<file path="src/sioled_pkg.sv">
package sioled_pkg;

  // ==========================================================================
  // Register map
  // ==========================================================================
  localparam logic [3:0] SIOLED_ADDR_CTRL = 4'h0;
  localparam logic [3:0] SIOLED_ADDR_CHAN = 4'h1;
  localparam logic [3:0] SIOLED_ADDR_CFG = 4'h2;
  localparam logic [3:0] SIOLED_ADDR_LAMPS = 4'h3;

  // ==========================================================================
  // Reset values
  // ==========================================================================
  localparam logic [31:0] SIOLED_CTRL_RST = 32'h0000_0000;
  localparam logic [31:0] SIOLED_CHAN_RST = 32'h0000_0000;
  localparam logic [9:0] SIOLED_DOMAIN_AUTO = 10'h000;
  localparam logic [9:0] SIOLED_NODE_AUTO = 10'h000;
  localparam logic [9:0] SIOLED_DOMAIN_MIN = 10'h001;
  localparam logic [9:0] SIOLED_DOMAIN_MAX = 10'h3E8;
  localparam logic [9:0] SIOLED_NODE_MIN = 10'h002;
  localparam logic [9:0] SIOLED_NODE_MAX = 10'h3FF;

  // ==========================================================================
  // Timebase
  // ==========================================================================
  localparam int SIOLED_CLK_MHZ = 250;
  localparam int SIOLED_SLOT_US = 50000;
  localparam int SIOLED_SLOT_CYC = SIOLED_SLOT_US * SIOLED_CLK_MHZ;
  localparam int SIOLED_FRAME_SLOTS = 24;

  // ==========================================================================
  // Modes
  // ==========================================================================
  typedef enum logic [2:0] {
    SIOLED_RUN_OFF,
    SIOLED_RUN_RESET,
    SIOLED_RUN_FWUPD,
    SIOLED_RUN_PREOP,
    SIOLED_RUN_RUN
  } sioled_run_type;

  typedef enum logic [2:0] {
    SIOLED_CPU_RUN,
    SIOLED_CPU_BOOT,
    SIOLED_CPU_PREOP,
    SIOLED_CPU_LINKBAD,
    SIOLED_CPU_PILOT,
    SIOLED_CPU_BOOTFW,
    SIOLED_CPU_FAIL_SECURE_STATE
  } sioled_cpu_type;

  typedef enum logic [1:0] {
    SIOLED_AVAIL_PERMANENT,
    SIOLED_AVAIL_OPTIONAL,
    SIOLED_AVAIL_STARTUP,
    SIOLED_AVAIL_NEVER
  } sioled_avail_type;

  typedef enum logic [2:0] {
    SIOLED_PAT_OFF,
    SIOLED_PAT_ON,
    SIOLED_PAT_SINGLE,
    SIOLED_PAT_DOUBLE,
    SIOLED_PAT_TRIPLE,
    SIOLED_PAT_BLINK,
    SIOLED_PAT_PULSE
  } sioled_pat_type;

  // Lamp bundle driven out of the block
  typedef struct packed {
    logic run_green;
    logic err_red;
    logic [3:0] chan_red;
    logic [3:0] chan_green;
    logic [1:0] pair_red;
    logic [1:0] pair_green;
    logic [1:0] safety_cpu_lamps;
  } sioled_lamps_type;

  // Startup configuration seen by the safety controller
  typedef struct packed {
    logic supervised;
    sioled_avail_type avail;
    logic [9:0] domain;
    logic [9:0] node;
  } sioled_cfg_type;

endpackage : sioled_pkg

</file>
<file path="src/sioled_core.sv">
// Contract
// - Green run lamp: off/single/double/blink/on by mode
// - Red error lamp: off/pulse/triple/on by state
// - Invalid firmware: red solid, green single flash
// - One state lamp pair per channel 1-4
// - Channel red: on error, blink open circuit
// - Channel green: on good, blink limit, off unused
// - All channel reds on for global faults
// - Pair red on pair warning or error; there are only pair error bits, and global faults also light it
// - Pair green follows pair signal good
// - Two lamps, one per safety processor
// - Fail-safe state lights processor lamps steadily
// - Unused module shows pre-operating pattern in place of run
// - Distinct patterns: link, boot, pilot firmware
// - Domain number 1..1000, auto by default
// - Node number 2..1023, auto by default
// - Availability never alters signal data
//
// The plain strobed port and the placing of the registers are this design's own decisions.
module sioled_core #(
  parameter int SLOT_CYC = sioled_pkg::SIOLED_SLOT_CYC
) (
  input wire logic core_clk,
  input wire logic reset,
  input wire logic [3:0] reg_addr,
  input wire logic [31:0] reg_wdata,
  input wire logic reg_wr,
  input wire logic reg_rd,
  output logic [31:0] reg_rdata,
  input wire logic io_supply_ok,
  input wire logic [3:0] chan_open,
  output sioled_pkg::sioled_lamps_type lamps,
  output sioled_pkg::sioled_cfg_type cfg
);

  // ==========================================================================
  // Shared timebase
  // ==========================================================================
  logic [31:0] slot_cnt_q;
  logic [4:0] slot_q;
  logic slot_end;

  // One slot tick drives every pattern so they stay phase aligned
  assign slot_end = (slot_cnt_q == 32'(SLOT_CYC - 1));

  always_ff @(posedge core_clk) begin
    if (reset) begin
      slot_cnt_q <= 32'h0000_0000;
      slot_q <= 5'h00;
    end else begin
      slot_cnt_q <= slot_end ? 32'h0000_0000 : slot_cnt_q + 32'h0000_0001;
      if (slot_end) begin
        slot_q <= (slot_q == 5'(sioled_pkg::SIOLED_FRAME_SLOTS - 1)) ? 5'h00 : slot_q + 5'h01;
      end
    end
  end

  // Pattern decode; every flash is two slots wide, so single, double and triple
  // differ in count within the 24-slot frame and the long tail keeps them apart
  function automatic logic pat_level(input sioled_pkg::sioled_pat_type pat,
                                     input logic [4:0] slot);
    begin
      case (pat)
        sioled_pkg::SIOLED_PAT_OFF: pat_level = 1'b0;
        sioled_pkg::SIOLED_PAT_ON: pat_level = 1'b1;
        sioled_pkg::SIOLED_PAT_SINGLE: pat_level = (slot < 5'h02);
        sioled_pkg::SIOLED_PAT_DOUBLE: pat_level = (slot < 5'h08) && !slot[1];
        sioled_pkg::SIOLED_PAT_TRIPLE: pat_level = (slot < 5'h0C) && !slot[1];
        sioled_pkg::SIOLED_PAT_BLINK: pat_level = slot[2];
        sioled_pkg::SIOLED_PAT_PULSE: pat_level = slot[0];
        default: pat_level = 1'b0;
      endcase
    end
  endfunction : pat_level

  // ==========================================================================
  // Registers
  // ==========================================================================
  // ctrl: [2:0] run mode, [3] bootloader, [4] safety fw update, [5] error,
  // [6] invalid fw, [7] link bad, [8] startup done, [11:9] cpu0, [14:12] cpu1
  // [15] module used by safety application
  logic [31:0] ctrl_q;
  // chan: [3:0] error, [7:4] used, [11:8] signal good, [15:12] out of limits,
  // [17:16] pair error, [19:18] pair good
  logic [31:0] chan_q;
  sioled_pkg::sioled_cfg_type cfg_q;
  logic [31:0] rdata_q;
  logic [3:0] open_s1_q;
  logic [3:0] open_q;
  logic [9:0] dom_w;
  logic [9:0] node_w;
  logic dom_ok;
  logic node_ok;

  assign dom_w = reg_wdata[21:12];
  assign node_w = reg_wdata[31:22];
  // Zero means auto assignment; out-of-range values are refused
  assign dom_ok = (dom_w == sioled_pkg::SIOLED_DOMAIN_AUTO) ||
                  ((dom_w >= sioled_pkg::SIOLED_DOMAIN_MIN) &&
                   (dom_w <= sioled_pkg::SIOLED_DOMAIN_MAX));
  assign node_ok = (node_w == sioled_pkg::SIOLED_NODE_AUTO) ||
                   (node_w >= sioled_pkg::SIOLED_NODE_MIN);

  // Register writes; a refused id leaves the stored one untouched
  always_ff @(posedge core_clk) begin
    if (reset) begin
      ctrl_q <= sioled_pkg::SIOLED_CTRL_RST;
      chan_q <= sioled_pkg::SIOLED_CHAN_RST;
      cfg_q.supervised <= 1'b1;
      cfg_q.avail <= sioled_pkg::SIOLED_AVAIL_PERMANENT;
      cfg_q.domain <= sioled_pkg::SIOLED_DOMAIN_AUTO;
      cfg_q.node <= sioled_pkg::SIOLED_NODE_AUTO;
    end else if (reg_wr) begin
      if (reg_addr == sioled_pkg::SIOLED_ADDR_CTRL) begin
        ctrl_q <= reg_wdata;
      end
      if (reg_addr == sioled_pkg::SIOLED_ADDR_CHAN) begin
        chan_q <= reg_wdata;
      end
      if (reg_addr == sioled_pkg::SIOLED_ADDR_CFG) begin
        cfg_q.supervised <= reg_wdata[0];
        cfg_q.avail <= sioled_pkg::sioled_avail_type'(reg_wdata[2:1]);
        if (dom_ok) begin
          cfg_q.domain <= dom_w;
        end
        if (node_ok) begin
          cfg_q.node <= node_w;
        end
      end
    end
  end

  // Open-circuit pins come from the analog side, synchronised first
  always_ff @(posedge core_clk) begin
    if (reset) begin
      open_s1_q <= 4'h0;
      open_q <= 4'h0;
    end else begin
      open_s1_q <= chan_open;
      open_q <= open_s1_q;
    end
  end

  // ==========================================================================
  // Lamp patterns
  // ==========================================================================
  sioled_pkg::sioled_run_type run_mode;
  sioled_pkg::sioled_pat_type run_pat;
  sioled_pkg::sioled_pat_type err_pat;
  sioled_pkg::sioled_cpu_type cpu_st [2];
  sioled_pkg::sioled_pat_type cpu_pat [2];
  logic invalid_fw;
  logic all_red;
  logic [3:0] ch_err;
  logic [3:0] ch_used;
  logic [3:0] ch_good;
  logic [3:0] ch_lim;
  sioled_pkg::sioled_lamps_type lamps_d;
  sioled_pkg::sioled_lamps_type lamps_q;

  assign run_mode = sioled_pkg::sioled_run_type'(ctrl_q[2:0]);
  assign invalid_fw = ctrl_q[6];
  assign ch_err = chan_q[3:0];
  assign ch_used = chan_q[7:4];
  assign ch_good = chan_q[11:8];
  assign ch_lim = chan_q[15:12];
  // Global faults override per-channel red
  assign all_red = (&ch_err) || ctrl_q[7] || !ctrl_q[8];

  // Green run lamp by mode; invalid firmware forces single flash
  assign run_pat = invalid_fw ? sioled_pkg::SIOLED_PAT_SINGLE :
                   (run_mode == sioled_pkg::SIOLED_RUN_RESET) ? sioled_pkg::SIOLED_PAT_SINGLE :
                   (run_mode == sioled_pkg::SIOLED_RUN_FWUPD) ? sioled_pkg::SIOLED_PAT_DOUBLE :
                   (run_mode == sioled_pkg::SIOLED_RUN_PREOP) ? sioled_pkg::SIOLED_PAT_BLINK :
                   (run_mode == sioled_pkg::SIOLED_RUN_RUN) ? sioled_pkg::SIOLED_PAT_ON :
                   sioled_pkg::SIOLED_PAT_OFF;

  // Red error lamp; solid states win over the animated ones
  assign err_pat = (invalid_fw || ctrl_q[5] || !io_supply_ok) ? sioled_pkg::SIOLED_PAT_ON :
                   ctrl_q[4] ? sioled_pkg::SIOLED_PAT_TRIPLE :
                   ctrl_q[3] ? sioled_pkg::SIOLED_PAT_PULSE :
                   sioled_pkg::SIOLED_PAT_OFF;

  // Each processor has its own state field
  assign cpu_st[0] = sioled_pkg::sioled_cpu_type'(ctrl_q[11:9]);
  assign cpu_st[1] = sioled_pkg::sioled_cpu_type'(ctrl_q[14:12]);

  // Processor lamp decode; unused module shows pre-operating in place of run
  always_comb begin
    for (int i = 0; i < 2; i++) begin
      if (!io_supply_ok) begin
        cpu_pat[i] = sioled_pkg::SIOLED_PAT_OFF;
      end else if (cpu_st[i] == sioled_pkg::SIOLED_CPU_FAIL_SECURE_STATE) begin
        cpu_pat[i] = sioled_pkg::SIOLED_PAT_ON;
      end else if (!ctrl_q[15] && (cpu_st[i] == sioled_pkg::SIOLED_CPU_RUN)) begin
        cpu_pat[i] = sioled_pkg::SIOLED_PAT_BLINK;
      end else begin
        case (cpu_st[i])
          sioled_pkg::SIOLED_CPU_RUN: cpu_pat[i] = sioled_pkg::SIOLED_PAT_OFF;
          sioled_pkg::SIOLED_CPU_BOOT: cpu_pat[i] = sioled_pkg::SIOLED_PAT_SINGLE;
          sioled_pkg::SIOLED_CPU_PREOP: cpu_pat[i] = sioled_pkg::SIOLED_PAT_BLINK;
          sioled_pkg::SIOLED_CPU_LINKBAD: cpu_pat[i] = sioled_pkg::SIOLED_PAT_DOUBLE;
          sioled_pkg::SIOLED_CPU_PILOT: cpu_pat[i] = sioled_pkg::SIOLED_PAT_PULSE;
          sioled_pkg::SIOLED_CPU_BOOTFW: cpu_pat[i] = sioled_pkg::SIOLED_PAT_TRIPLE;
          default: cpu_pat[i] = sioled_pkg::SIOLED_PAT_OFF;
        endcase
      end
    end
  end

  // Lamp levels; availability setting is not consulted here
  always_comb begin
    lamps_d.run_green = pat_level(run_pat, slot_q);
    lamps_d.err_red = pat_level(err_pat, slot_q);
    for (int c = 0; c < 4; c++) begin
      // Error solid, open circuit blinks, global fault lights all
      lamps_d.chan_red[c] = all_red || ch_err[c] || (open_q[c] && slot_q[2]);
      // Good steady, limit blinks, unused dark
      lamps_d.chan_green[c] = ch_used[c] &&
                              (ch_lim[c] ? slot_q[2] : ch_good[c]);
    end
    for (int p = 0; p < 2; p++) begin
      lamps_d.pair_red[p] = all_red || chan_q[16 + p];
      lamps_d.pair_green[p] = chan_q[18 + p];
      lamps_d.safety_cpu_lamps[p] = pat_level(cpu_pat[p], slot_q);
    end
  end

  // Lamp and read-back flops
  always_ff @(posedge core_clk) begin
    if (reset) begin
      lamps_q <= '0;
      rdata_q <= 32'h0000_0000;
    end else begin
      lamps_q <= lamps_d;
      if (!reg_rd) begin
        rdata_q <= 32'h0000_0000;
      end else begin
        case (reg_addr)
          sioled_pkg::SIOLED_ADDR_CTRL: rdata_q <= ctrl_q;
          sioled_pkg::SIOLED_ADDR_CHAN: rdata_q <= chan_q;
          sioled_pkg::SIOLED_ADDR_CFG: rdata_q <= {cfg_q.node, cfg_q.domain, 9'h000,
                                                   cfg_q.avail, cfg_q.supervised};
          sioled_pkg::SIOLED_ADDR_LAMPS: rdata_q <= {12'h000, open_q, lamps_q};
          default: rdata_q <= 32'h0000_0000;
        endcase
      end
    end
  end

  assign lamps = lamps_q;
  assign cfg = cfg_q;
  assign reg_rdata = rdata_q;

endmodule : sioled_core

</file>
<file path="config.mk">
export PLATFORM = sky130hd
export DESIGN_NAME = sioled_core
export DESIGN_NICKNAME = d
export VERILOG_FILES = /design/src/sioled_pkg.sv /design/src/sioled_core.sv
export SDC_FILE = /design/constraint.sdc
export NUM_CORES = 1
export LEC_CHECK = 0
export BUFFER_PORTS_ARGS = -buffer_cell sky130_fd_sc_hd__buf_2
export CORE_UTILIZATION = 31
export DETAILED_ROUTE_END_ITERATION = 10
export PLACE_DENSITY = 0.6
export SLEW_MARGIN = 20
export SYNTH_ARGS = -nofsm -noshare
export SYNTH_HDL_FRONTEND = slang
export SYNTH_SLANG_ARGS = --single-unit
export TNS_END_PERCENT = 50
</file>
<file path="constraint.sdc">
create_clock -name core_clk -period 1.92 [get_ports core_clk]
set_input_delay 0.096 -clock core_clk [delete_from_list [all_inputs] [get_ports core_clk]]
set_output_delay 0.096 -clock core_clk [all_outputs]
set_load 0.01 [all_outputs]
</file>
# Word level (Yosys, flattened, before mapping)
# Index checks and enable logic that the tools add are counted.
# op_classes
n_reduce_logical,46
addsub,2
eq_ne,45
muxes,26
bitwise_logic,1
order_cmp,6
# op_table
op,count
32-bit one-hot mux with 4 select lines,1
3-bit == test (second input constant),19
3-bit by 2-bit == test with 1-bit output (second input constant),14
3-bit 2-to-1 mux,13
32-bit by 1-bit adder with 32-bit output (second input constant),1
32-bit by 24-bit == test with 1-bit output (second input constant),1
3-bit one-hot mux with 5 select lines,2
1-bit one-hot mux with 6 select lines,4
3-bit by 1-bit == test with 1-bit output (second input constant),7
10-bit zero test,2
1-bit logical OR,16
1-bit logical AND,13
10-bit by 1-bit >= comparator with 1-bit output (second input constant),1
10-bit by 2-bit >= comparator with 1-bit output (second input constant),1
10-bit less-or-equal comparator (second input constant),1
5-bit by 4-bit less-than comparator with 1-bit output (second input constant),2
4-bit by 2-bit == test with 1-bit output (second input constant),2
3-bit zero test,2
2-bit AND reduction,3
3-bit AND reduction,2
5-bit by 1-bit adder with 5-bit output (second input constant),1
5-bit == test (second input constant),1
5-bit by 2-bit less-than comparator with 1-bit output (second input constant),1
1-bit 2-to-1 mux,5
other kinds (7),11
# totals
input_bits,45
output_inout_bits,71
reg_bits,180
wordCells,144

# Longest topological paths before layout
# depth
word_depth,8
ltp_mapped,8
ltp_nobuf,7

# Least setup slack after synthesis
# OpenSTA, ideal clock, no wires.
# synth_timing
path_kind,reg2reg
from,register slot_cnt_q[0]
to,register slot_cnt_q[31]
required_time_ns,1.795
slack_ns,0.173
path_stages_with_launch,9
path_buffers,2
synth_period_minus_slack_ns,1.747
arrival_time_ns,1.622
setup_time_ns,0.125
path_cell_list,dfxtp_1 -> ha_1 -> nand4_1 -> nand4bb_1 -> nor3_2 -> or2_1 -> buf_4 -> buf_6 -> a21oi_1
# synth_between
elab_chain_len,2
elab_cells_between_ends,3
classes_between,1 x add/sub; 1 x eq/ne; 1 x reduce/logical
# synth_lines
element,line,rtl
start: declaration,sioled_core.sv:39,logic [31:0] slot_cnt_q;
start signal: assignment,sioled_core.sv:51,slot_cnt_q <= slot_end ? 32'h0000_0000 : slot_cnt_q + 32'h0000_0001;
branches (longest 2 deep; another with 32-bit by 1-bit adder with 32-bit output),--,
# Parallel ways; which one is timed is not known.
# A chain may end at the register's enable or synchronous reset.

# Final worst setup path
# layout_timing
from,register slot_cnt_q[1]
to,register slot_q[0]
# layout_between
elab_chain_len,1
# layout_lines
element,line,rtl
32-bit by 24-bit == test with 1-bit output,sioled_core.sv:44,assign slot_end = (slot_cnt_q == 32'(SLOT_CYC - 1));
end signal: assignment,sioled_core.sv:53,slot_q <= (slot_q == 5'(sioled_pkg::SIOLED_FRAME_SLOTS - 1)) ? 5'h00 : slot_q + 5'h01;
end: declaration,sioled_core.sv:40,logic [4:0] slot_q;
# Every way passes these cells.

==> flow_summary.yaml <==
clock_network:
  clockBufferDepth: 2
  clk_pin_slew_ps: 80
  cts_root_buf: "clkbuf_16"
  htreeDepth: 4
  numCtsBuffers: 17
  clk_latency_ps: 430
  cts_tree: "done"
  clkSinkCount: 180
logic_synthesis:
  synth_edf_count: 0
  avgSynthCellArea_um2: 8.53
  seq_area_frac_synth_pct: 50.1
  synthCells: 843
  async_flop_share_pct: 0
  synthesis.nets: 892
  syn-cell-area_mm2: 0.00719
  synth_flop_cell: "dfxtp_1"
  synth_seq_cells: 180
  synth_warnings: 0
  netlist_top_cells_area: "dfxtp_1 (50%), nand2_1 (8.7%), a21oi_1 (8.3%), a22oi_1 (4.5%), nor2_1 (3.7%)"
  synth_top_area_share_pct: 50.1
  synth.distinct_cells: 55
  synth.largest_area_cell: "dfxtp_1"
min_path:
  hold_path.class: "primary input to register"
  holdPathStages: 3
die:
  placeableCoreArea_mm2: 0.0227
  rows: 55
  dieWidth_um: 154
  initial_core_util_pct: 31.7
  pin_count: 116
  fp.dieArea_mm2: 0.0238
  fp.dieH_um: 154
timing:
  min_period_ps: 1800
  fmax_mhz: 557
  fin_crit_sh_pct: 93.5
  finalWorstSetupSlack_ps: 125
  worstMarginPinSlew_ps: 432
  hold_ws_ps: 80.1
  hold_viol: 0
  skew_ps: 9.50
  slew_headroom_pct: 71.0
  tns_ps: 0
  slew_viol_final: 0
  setup_viol: 0
  rsz0062_at_grt: "yes"
grt:
  antenna_found_initial: 1
  grt_pass1_wl_um: 33100
  use_met1_pct: 24.6
  gr-usage-met2_pct: 27.3
  use_met3_pct: 3.64
  gr-max-usage-layer: "met2"
  grt_use_total_pct: 17.6
  grt_max_degree: 54
  grt_pass1_vias: 6139
  grt_overflow: 0
worst_setup_path:
  cp_max_fo: 16
  critical_path_class: "register to register"
  reg2regPathDepth: 7
  start_kind: "register"
  required_ps: 2220
  crit_arrival_ps: 2100
  critPathCaptureType: "register"
  ff2ff_setup_slack_ps: 120
pwr:
  comb_power_share_pct: 5.3
  cellPowerDensity_mw_per_mm2: 829
  peakVddDrop_mv: 0.438
  netSwitchingPower_mw: 1.96
  p_leak_nw: 3.53
  p_seq_share_pct: 49.9
  total_power_mw: 7.66
  swShare_pct: 25.6
  pwr-share-clk_pct: 44.8
  p_int_mw: 5.70
cells_and_area:
  instances_no_fill: 1294
  final_area_mm2: 0.00924
  syn_to_final_growth_pct: 28.4
  final.fill_count: 2292
  final_nets: 1044
  drive_above_1_share_pct: 19.6
  utilization_pct: 40.7
drt:
  routed_wl_um: 20700
  drcViolationCount: 0
  first_iter_violations: 415
  ant_nets: 0
  drt_pass1_iterations: 5
  wl_per_cell_um: 16.0
  dr_total_vias: 6498
  viasPerCell: 5.02
place:
  dp_hpwl_um: 14200
  postPlaceCellArea_mm2: 0.00823
  dp.cells: 1223
  io_buffers: 115
  pre_cts_ws_ps: 65.9
  place.gp.congestion: 0.826
run:
  max_cap_violations: 0
outcome:
  status: "complete, no violations"
==> cell usage after synthesis, types with 4 or more instances <==
master,count
dfxtp_1,180
nand2_1,167
a21oi_1,119
nor2_1,70
a22oi_1,43
clkbuf_1,39
mux2i_1,25
nand3_1,20
xor2_1,19
inv_1,14
nand4_1,14
nor2b_1,14
o21ai_0,13
buf_2,10
nor4_1,10
and3_1,7
xnor2_1,6
nor3b_1,5
or3_1,5
a211oi_1,4
a31oi_1,4
buf_6,4
ha_1,4
==> state kept, by name (all words and copies together), names as in the netlist <==
register / flops
slot_cnt_q: 32
open_s1_q: 4
chan_q: 32
cfg: 23
ctrl_q: 32
open_q: 4
lamps: 16
reg_rdata: 32
slot_q: 5
==> cell families (layout without fill, tap and decap cells) <==
kind of cell | Yosys count | count (layout) | synth area share [%]
AO/OA/AOI/OAI | 203 | 203 | 16.8
XOR/XNOR | 25 | 25 | 3.04
adder cells (fa/ha/maj) | 4 | 4 | 0.696
buffers and inverters | 70 | 235 | 4.35
flip-flops | 180 | 180 | 50.1
multiplexers | 25 | 25 | 3.48
other | 0 | 1 | 0
AND/OR/NAND/NOR | 336 | 336 | 21.6
==> layout by cell type, fill, tap and decap left out, drive strengths merged, types with 4 or more instances in the layout <==
cell / instances
a22oi: 43
clkinv: 9
nor2: 70
and3: 7
xor2: 19
or3: 5
nand3: 21
nand4: 15
clkbuf: 17
buf: 152
a31oi: 4
dfxtp: 180
dlygate4sd3: 37
nor4: 11
o21ai: 13
nor2b: 14
nor4b: 4
nand2: 167
mux2i: 25
nor3: 5
ha: 4
nor3b: 5
a211oi: 4
inv: 20
xnor2: 6
a21oi: 119
==> final cells by class <==
class                           instances  area, µm²  share of cell area [%]
Antenna cell                            1       2.50                  0.0271
Clock buffer                           17        425                    4.61
Clock inverter                         15        166                    1.80
Inverter                               14       52.6                   0.569
Multi-Input combinational cell        593       3330                    36.1
Sequential cell                       180       3600                    39.0
Tap cell                              285        357                    3.86
Timing Repair Buffer                  189       1300                    14.0
==> worst max-delay path, stage by stage, from the launching register on <==
cell	delay, ps
dfxtp_1	380
ha_2	220
nand4_1	170
nand4bb_4	270
nor3_2	170
or2_1	190
buf_6	180
mux2i_1	90
==> per-layer routing <==
metal / share of wire (%) / vias to the layer above
met1: 48 / 3059
met2: 44 / 183
met3: 5.6 / 16
met4: 1.5 / 0
li1: - / 3240
met5: 0 / -
==> power by group through the flow <==
stage	logic, mW	registers [mW]	clock network, mW
after floorplan	0.166	3.90	0
after global placement	0.343	3.90	0
after detailed placement	0.345	3.90	0
after CTS	0.406	3.82	3.51
after global routing	0.444	3.82	3.66
final	0.407	3.82	3.43
==> path summary, 6_finish.rpt <==
path | start | end
max | slot_cnt_q[1] | slot_q[0]
min | reg_wr | cfg[20]
max reg2reg | slot_cnt_q[1] | slot_q[0]
min reg2reg | open_s1_q[2] | open_q[2]
==> timing repair <==
item / CTS / global route
buffers inserted: 0 / 1
hold buffers: 37 / 0
hold endpoints to repair: 91 / 0
endpoints found under the setup margin: 0 / 33
gates resized for setup: 0 / 8
(Power assumes the default switching activity.)
